<file path="src/core/ecdio_pkg.sv">
// Constants, types and helpers for the card detect and I/O window offset register block
// ============================================================================
// ============================================================================
package ecdio_pkg;

  localparam int ADDR_W = 12;
  localparam int DATA_W = 8;

  // ==========================================================================
  // Register offsets within socket space
  localparam logic [ADDR_W-1:0] OFF_CDGC    = 12'h816;
  localparam logic [ADDR_W-1:0] OFF_IOW0_HI = 12'h837;
  localparam logic [ADDR_W-1:0] OFF_IOW1_HI = 12'h839;
  localparam logic [ADDR_W-1:0] OFF_CSC     = 12'h804;

  // ==========================================================================
  // Field positions
  localparam int BIT_SENSE2 = 7;
  localparam int BIT_SENSE1 = 6;
  localparam int BIT_SOFT   = 5;
  localparam int BIT_WAKE   = 4;
  localparam int BIT_RMRST  = 1;
  localparam int BIT_CSC_CD = 3;

  // ==========================================================================
  // Reset values and masks
  localparam logic [DATA_W-1:0] IOW_HI_RESET = 8'h00;
  localparam logic [DATA_W-1:0] CDGC_RESET   = 8'h00;
  localparam logic [DATA_W-1:0] CDGC_WMASK   = 8'h12;
  localparam logic [DATA_W-1:0] CDGC_ZMASK   = 8'h2D;
  localparam logic [DATA_W-1:0] ZERO_BYTE    = 8'h00;
  localparam logic [1:0]        CD_ABSENT    = 2'h3;
  localparam logic [1:0]        CD_INSERTED  = 2'h0;

  // ==========================================================================
  // Carriers
  typedef struct packed {
    logic [ADDR_W-1:0] addr;
    logic              wr;
    logic              rd;
    logic [DATA_W-1:0] wdata;
  } ecdio_req_t;

  typedef struct packed {
    logic cd1_n;
    logic cd2_n;
    logic sense1_level;
    logic sense2_level;
  } ecdio_pins_t;

  typedef enum logic [1:0] {
    WAKE_IDLE = 2'b01,
    WAKE_LOW  = 2'b10
  } ecdio_wake_t;

  // Byte merge under a writable-bit mask
  function automatic logic [DATA_W-1:0] ecdio_merge(input logic [DATA_W-1:0] old_val,
                                                    input logic [DATA_W-1:0] new_val,
                                                    input logic [DATA_W-1:0] mask);
    return (old_val & ~mask) | (new_val & mask);
  endfunction

endpackage

</file>
<file path="src/core/ecdio_detect.sv">
// Card detect pin change and removal event detector
`timescale 1ns/100ps
module ecdio_detect
  import ecdio_pkg::*;
(
  input  wire logic  clk_in,
  input  wire logic  rst_n_in,
  input  wire logic  cd1_n_in,
  input  wire logic  cd2_n_in,
  output logic       pin_change_out,
  output logic       insert_change_out,
  output logic       removal_out
);

  logic [1:0] prev_cd;
  logic       primed;
  logic [1:0] next_prev_cd;
  logic       next_primed;
  logic [1:0] cur_cd;

  assign cur_cd = {cd2_n_in, cd1_n_in};

  // ==========================================================================
  // Previous pin state
  // The first cycle after reset only captures the pins, so a card sitting in
  // the slot at reset does not look like an insertion.
  always_comb begin
    next_prev_cd = cur_cd;
    next_primed  = 1'b1;
  end

  always_ff @(posedge clk_in) begin
    if (!rst_n_in) begin
      prev_cd <= CD_ABSENT;
      primed  <= 1'b0;
    end else begin
      prev_cd <= next_prev_cd;
      primed  <= next_primed;
    end
  end

  // ==========================================================================
  // Events
  assign pin_change_out    = primed && (cur_cd != prev_cd);
  assign insert_change_out = primed && ((cur_cd == CD_INSERTED) != (prev_cd == CD_INSERTED));
  assign removal_out       = primed && (prev_cd == CD_INSERTED) && (cur_cd != CD_INSERTED);
endmodule

</file>
<file path="src/core/ecdio_regs.sv">
// Card detect, general control and I/O window offset high byte registers of one socket
`timescale 1ns/100ps
module ecdio_regs
  import ecdio_pkg::*;
(
  input  wire logic              clk_in,
  input  wire logic              rst_n_in,
  input  wire ecdio_req_t        req_in,
  input  wire ecdio_pins_t       pins_in,
  input  wire logic              detect_csc_enable_in,
  input  wire logic              flag_clear_select_in,
  output logic [DATA_W-1:0]      rdata_out,
  output logic                   rd_ack_out,
  output logic [DATA_W-1:0]      iow0_offset_high_out,
  output logic [DATA_W-1:0]      iow1_offset_high_out,
  output logic                   detect_wake_enable_out,
  output logic                   removal_reg_reset_out,
  output logic                   csc_detect_flag_out,
  output logic                   removal_reset_out,
  output logic                   ring_indicate_output_n_out
);

  // ==========================================================================
  // Declarations
  logic [DATA_W-1:0] iow0_hi;
  logic [DATA_W-1:0] iow1_hi;
  logic [DATA_W-1:0] cdgc;
  logic [DATA_W-1:0] next_iow0_hi;
  logic [DATA_W-1:0] next_iow1_hi;
  logic [DATA_W-1:0] next_cdgc;
  logic              csc_flag;
  logic              next_csc_flag;
  ecdio_wake_t       wake_state;
  ecdio_wake_t       next_wake_state;
  logic [DATA_W-1:0] rdata;
  logic [DATA_W-1:0] next_rdata;
  logic              rd_ack;
  logic              next_rd_ack;
  logic              removal_pulse;
  logic              next_removal_pulse;

  logic              pin_change;
  logic              insert_change;
  logic              removal;
  logic              wr_cdgc;
  logic              wr_iow0;
  logic              wr_iow1;
  logic              wr_csc;
  logic              rd_csc;
  logic              rd_cdgc;
  logic              wake_en;
  logic              rmrst;
  logic              removal_clear;
  logic              soft_event;
  logic              csc_set;
  logic              csc_clear;
  logic              csc_clear_evt;

  // ==========================================================================
  // Card detect events
  ecdio_detect u_detect (
    .clk_in            (clk_in),
    .rst_n_in          (rst_n_in),
    .cd1_n_in          (pins_in.cd1_n),
    .cd2_n_in          (pins_in.cd2_n),
    .pin_change_out    (pin_change),
    .insert_change_out (insert_change),
    .removal_out       (removal)
  );

  // ==========================================================================
  // Address decode
  assign wr_cdgc = req_in.wr && (req_in.addr == OFF_CDGC);
  assign wr_iow0 = req_in.wr && (req_in.addr == OFF_IOW0_HI);
  assign wr_iow1 = req_in.wr && (req_in.addr == OFF_IOW1_HI);
  assign wr_csc  = req_in.wr && (req_in.addr == OFF_CSC);
  assign rd_csc  = req_in.rd && (req_in.addr == OFF_CSC);
  assign rd_cdgc = req_in.rd && (req_in.addr == OFF_CDGC);

  assign wake_en = cdgc[BIT_WAKE];
  assign rmrst   = cdgc[BIT_RMRST];

  // Removal reset beats a write that lands in the same cycle
  assign removal_clear = removal && rmrst;

  // ==========================================================================
  // I/O window offset high bytes
  always_comb begin
    next_iow0_hi = iow0_hi;
    next_iow1_hi = iow1_hi;
    if (removal_clear) begin
      next_iow0_hi = IOW_HI_RESET;
      next_iow1_hi = IOW_HI_RESET;
    end else begin
      if (wr_iow0) begin
        next_iow0_hi = req_in.wdata;
      end
      if (wr_iow1) begin
        next_iow1_hi = req_in.wdata;
      end
    end
  end

  always_ff @(posedge clk_in) begin
    if (!rst_n_in) begin
      iow0_hi <= IOW_HI_RESET;
      iow1_hi <= IOW_HI_RESET;
    end else begin
      iow0_hi <= next_iow0_hi;
      iow1_hi <= next_iow1_hi;
    end
  end

  // ==========================================================================
  // Card detect and general control
  // Only the wake enable and removal-reset bits are stored; sense bits are
  // live, the soft event bit is a strobe, and the rest are constant zero.
  always_comb begin
    next_cdgc = cdgc;
    if (removal_clear) begin
      next_cdgc = CDGC_RESET;
    end else if (wr_cdgc) begin
      next_cdgc = ecdio_merge(cdgc, req_in.wdata, CDGC_WMASK);
    end
  end

  always_ff @(posedge clk_in) begin
    if (!rst_n_in) begin
      cdgc <= CDGC_RESET;
    end else begin
      cdgc <= next_cdgc;
    end
  end

  // ==========================================================================
  // Card-detect status change flag
  assign soft_event = wr_cdgc && req_in.wdata[BIT_SOFT] && detect_csc_enable_in;
  assign csc_set    = insert_change || soft_event;
  // Clear mode: read of the flag register, or write of 1 when selected
  assign csc_clear  = flag_clear_select_in ? (wr_csc && req_in.wdata[BIT_CSC_CD]) : rd_csc;
  // A new event in the clearing cycle keeps the flag set
  assign csc_clear_evt = csc_flag && csc_clear && !csc_set;

  always_comb begin
    next_csc_flag = csc_flag;
    if (csc_set) begin
      next_csc_flag = 1'b1;
    end else if (csc_clear) begin
      next_csc_flag = 1'b0;
    end
  end

  always_ff @(posedge clk_in) begin
    if (!rst_n_in) begin
      csc_flag <= 1'b0;
    end else begin
      csc_flag <= next_csc_flag;
    end
  end

  // ==========================================================================
  // Ring indicate wake machine
  // A wake request in the same cycle as the clear keeps the output low.
  always_comb begin
    next_wake_state = wake_state;
    case (wake_state)
      WAKE_IDLE: begin
        if (wake_en && pin_change) begin
          next_wake_state = WAKE_LOW;
        end
      end
      WAKE_LOW: begin
        if (csc_clear_evt && !(wake_en && pin_change)) begin
          next_wake_state = WAKE_IDLE;
        end
      end
      default: begin
        next_wake_state = WAKE_IDLE;
      end
    endcase
  end

  always_ff @(posedge clk_in) begin
    if (!rst_n_in) begin
      wake_state <= WAKE_IDLE;
    end else begin
      wake_state <= next_wake_state;
    end
  end

  // ==========================================================================
  // Read path and removal pulse
  // Read data are one cycle late; reading the flag register shows the flag
  // as it stood before a read-clear.
  always_comb begin
    next_rdata         = rdata;
    next_rd_ack        = req_in.rd;
    next_removal_pulse = removal_clear;
    if (req_in.rd) begin
      case (req_in.addr)
        OFF_CDGC: begin
          next_rdata                = cdgc;
          next_rdata[BIT_SENSE2]    = pins_in.sense2_level;
          next_rdata[BIT_SENSE1]    = pins_in.sense1_level;
        end
        OFF_IOW0_HI: begin
          next_rdata = iow0_hi;
        end
        OFF_IOW1_HI: begin
          next_rdata = iow1_hi;
        end
        OFF_CSC: begin
          next_rdata             = ZERO_BYTE;
          next_rdata[BIT_CSC_CD] = csc_flag;
        end
        default: begin
          next_rdata = ZERO_BYTE;
        end
      endcase
    end
  end

  always_ff @(posedge clk_in) begin
    if (!rst_n_in) begin
      rdata         <= ZERO_BYTE;
      rd_ack        <= 1'b0;
      removal_pulse <= 1'b0;
    end else begin
      rdata         <= next_rdata;
      rd_ack        <= next_rd_ack;
      removal_pulse <= next_removal_pulse;
    end
  end

  // ==========================================================================
  // Outputs
  assign rdata_out                  = rdata;
  assign rd_ack_out                 = rd_ack;
  assign iow0_offset_high_out       = iow0_hi;
  assign iow1_offset_high_out       = iow1_hi;
  assign detect_wake_enable_out     = wake_en;
  assign removal_reg_reset_out      = rmrst;
  assign csc_detect_flag_out        = csc_flag;
  assign removal_reset_out          = removal_pulse;
  assign ring_indicate_output_n_out = (wake_state != WAKE_LOW);
endmodule

</file>
<file path="config.mk">
export PLATFORM = sky130hd
export DESIGN_NAME = ecdio_regs
export DESIGN_NICKNAME = d
export VERILOG_FILES = /design/src/core/ecdio_pkg.sv /design/src/core/ecdio_detect.sv /design/src/core/ecdio_regs.sv
export SDC_FILE = /design/constraint.sdc
export NUM_CORES = 1
export LEC_CHECK = 0
export BUFFER_PORTS_ARGS = -buffer_cell sky130_fd_sc_hd__buf_2
export CAP_MARGIN = 20
export CORE_ASPECT_RATIO = 0.75
export CORE_MARGIN = 2
export CORE_UTILIZATION = 48
export DETAILED_ROUTE_END_ITERATION = 7
export PLACE_DENSITY = 0.79
export SYNTH_ARGS = -nofsm -noshare
export SYNTH_HDL_FRONTEND = slang
export SYNTH_SLANG_ARGS = --single-unit
</file>
<file path="constraint.sdc">
create_clock -name clk_in -period 2.4 [get_ports clk_in]
set_input_delay 0.72 -clock clk_in [delete_from_list [all_inputs] [get_ports clk_in]]
set_output_delay 0.72 -clock clk_in [all_outputs]
set_load 0.05 [all_outputs]
</file>
==> impl_metrics.json <==
{
  "status": "finished, final reports clean",
  "clockRootBuffer": "clkbuf_8",
  "tightestPinTransition_ns": 0.660,
  "clock-sinks": 34,
  "tns_ns": 0,
  "fill_cells": 270,
  "yosysSeqAreaShare": 0.437,
  "first_iter_violations": 117,
  "wl_um": 4260,
  "leakage_uw": 0.000856,
  "hold_ws_ns": 0.454,
  "maxCapViolCount": 0,
  "crit_path_start_kind": "input pin",
  "crit_family": "simple AND/OR/NAND/NOR gates",
  "post-route-period-util": 0.842,
  "total_power_uw": 1190,
  "hold_viol": 0,
  "yosysUniqueCellTypes": 42,
  "synthToLayoutAreaGrowth_pct": 29.6,
  "syn_inst": 175,
  "start_util": 0.515,
  "synth.most_common_cell": "dfxtp_1",
  "synth_nets": 205,
  "drc": 0,
  "syn_area_per_cell_sq_um": 8.89,
  "crit_path_cell_trace": "buf_2 > or4_4 > nor4_2 > buf_4 > mux2i_1 > nor2_1",
  "crit_arrival_ns": 2.18,
  "io_pins": 60,
  "hold_path.class": "reg2reg",
  "finalMaxSlewViolations": 0,
  "placed_cell_area_sq_um": 1910,
  "crit_fanout": 4,
  "synth_edf_count": 0,
  "cts_buffer_depth": 2,
  "grtUsageTotal": 0.247,
  "p_per_area_nw_per_um2": 590,
  "fmax_ghz": 0.495,
  "diodes": 0,
  "core-area_sq_um": 3020,
  "num-nets-final": 269,
  "synth.area.top_cells": "dfxtp_1 (44%), mux2i_1 (6.4%), nand3_1 (5.1%)",
  "wl_per_cell_um": 15.3,
  "vias": 1604,
  "via_per_inst": 5.77,
  "antenna_found_initial": 0,
  "placed_cells": 270,
  "chipHeight_um": 53.3,
  "cts_hold_buf": 0,
  "cts_tree": "done",
  "cp_slowest_cell": "or4_4",
  "ys_ff_latch": 34,
  "yosys_warnings": 0,
  "io_buffers": 59,
  "synth_top_area_frac": 0.437,
  "gp_congestion": 0.839,
  "cts_resized": 0,
  "slowest_delay_ns": 0.58,
  "worstSetupPathType": "in2reg",
  "syn_area_sq_um": 1560,
  "cts_buffers": 5,
  "fin_cells": 278,
  "post-dp-hpwl_um": 3170,
  "period_needed_ns": 2.02,
  "dieArea_sq_um": 3720,
  "synth_flop_cell": "dfxtp_1",
  "drtPass1Iterations": 6,
  "synth_common_cells": "dfxtp_1 (34), nand3_1 (16), nor2_1 (15), o21ai_0 (12), a21oi_1 (11)",
  "async_flop_share": 0,
  "finalInstanceArea_sq_um": 2020,
  "clkLatencyLatePin_ns": 0.29,
  "setup_viol": 0,
  "required_ns": 2.56,
  "post_cts_buffers": 0,
  "skew_ns": 0.00734,
  "grt_pass1_vias": 1452,
  "die_w_um": 69.8,
  "htreeDepth": 2,
  "grt_max_degree": 14,
  "layout-drive-gt1-share": 0.317,
  "grt_pass1_wl_um": 6910,
  "drtAntennaViolNets": 0,
  "overflow": 0,
  "crit_buf_inv": 2,
  "rsz0062_at_grt": "no",
  "slew_headroom": 0.557,
  "vdd_ir_drop_max_mv": 0.369,
  "clkSlewWorstSetupHoldPaths_ns": 0.07,
  "yosysTopAreaCell": "dfxtp_1",
  "crit_path_end_kind": "flop",
  "fp-row-count": 17
}
cell usage in the layout, fill, tap and decap left out, drive strengths merged, types with 2 or more instances in the layout:
master	n
mux2i	10
buf	64
inv	3
dfxtp	34
o21a	3
a22oi	4
and2	4
nand2	9
or4	2
a21oi	11
a31oi	3
xor2	2
nand3	16
or2	2
nor4	3
a22o	5
clkbuf	7
nand4	2
nor2b	6
xnor2	3
nand2b	3
nor2	15
o21ai	13
final timing paths:
path                        from                      end  slack, ns  cells past startpoint
max                   req_in[19]                  cdgc[4]       0.38                      6
min                 rdata_out[1]             rdata_out[1]       0.45                      2
max reg2reg  u_detect.prev_cd[1]  iow0_offset_high_out[4]       0.79                      5
min reg2reg         rdata_out[1]             rdata_out[1]       0.45                      2
layout make-up:
cell class	instances	area (sq um)	share of cell area
multi-input combinational	131	838	0.416
sequential	34	681	0.337
timing repair buffer	64	333	0.165
clock buffer	7	76.3	0.0378
tap	38	47.5	0.0236
clock inverter	1	30.0	0.0149
inverter	3	11.3	0.00558
power breakdown:
group / total, uW / switching, uW / leakage (uW) / internal (uW)
clock: 521 / 211 / 0.0000524 / 311
combinational: 96.2 / 60.2 / 0.000528 / 36.0
sequential: 572 / 3.12 / 0.000275 / 569
total: 1190 / 274 / 0.000856 / 915
worst reg2reg max path: stages (launching register included):
cell     delay (ns)
dfxtp_1        0.32
nor2_1         0.17
nand3_1        0.12
o21ai_1        0.54
buf_4          0.29
nor2_1         0.06
routing by layer:
| metal | part of all wire | wire length [um] | vias to the layer above | track usage |
|---|---|---|---|---|
| li1 | - | - | 771 | - |
| met1 | 0.46 | 1950 | 763 | 0.329 |
| met2 | 0.44 | 1890 | 64 | 0.370 |
| met3 | 0.088 | 375 | 6 | 0.0838 |
| met4 | 0.0096 | 41 | 0 | 0.0962 |
| met5 | 0 | 0 | - | 0 |
registers in the layout (all words and copies together), names as in the netlist:
signal / flops
csc_detect_flag_out: 1
u_detect.primed: 1
removal_reset_out: 1
iow1_offset_high_out: 8
cdgc: 2
rdata_out: 8
wake_state: 2
rd_ack_out: 1
iow0_offset_high_out: 8
u_detect.prev_cd: 2
kinds of logic (layout without fill, tap and decap cells):
kind of cell | after synthesis | in the layout | synth area share
simple gates | 68 | 68 | 0.246
compound gates | 48 | 48 | 0.200
flops | 34 | 34 | 0.437
mux | 10 | 10 | 0.0643
buf+inv | 10 | 75 | 0.0241
xor+xnor | 5 | 5 | 0.0281
stage by stage:
stage | util | setup WS, ns
floorplan | - | 0.186
global placement | 0.630 | 0.108
detailed placement | 0.633 | 0.0973
CTS | 0.668 | 0.378
global route | 0.668 | 0.299
finish | 0.668 | 0.379
(Power assumes the default switching activity.)
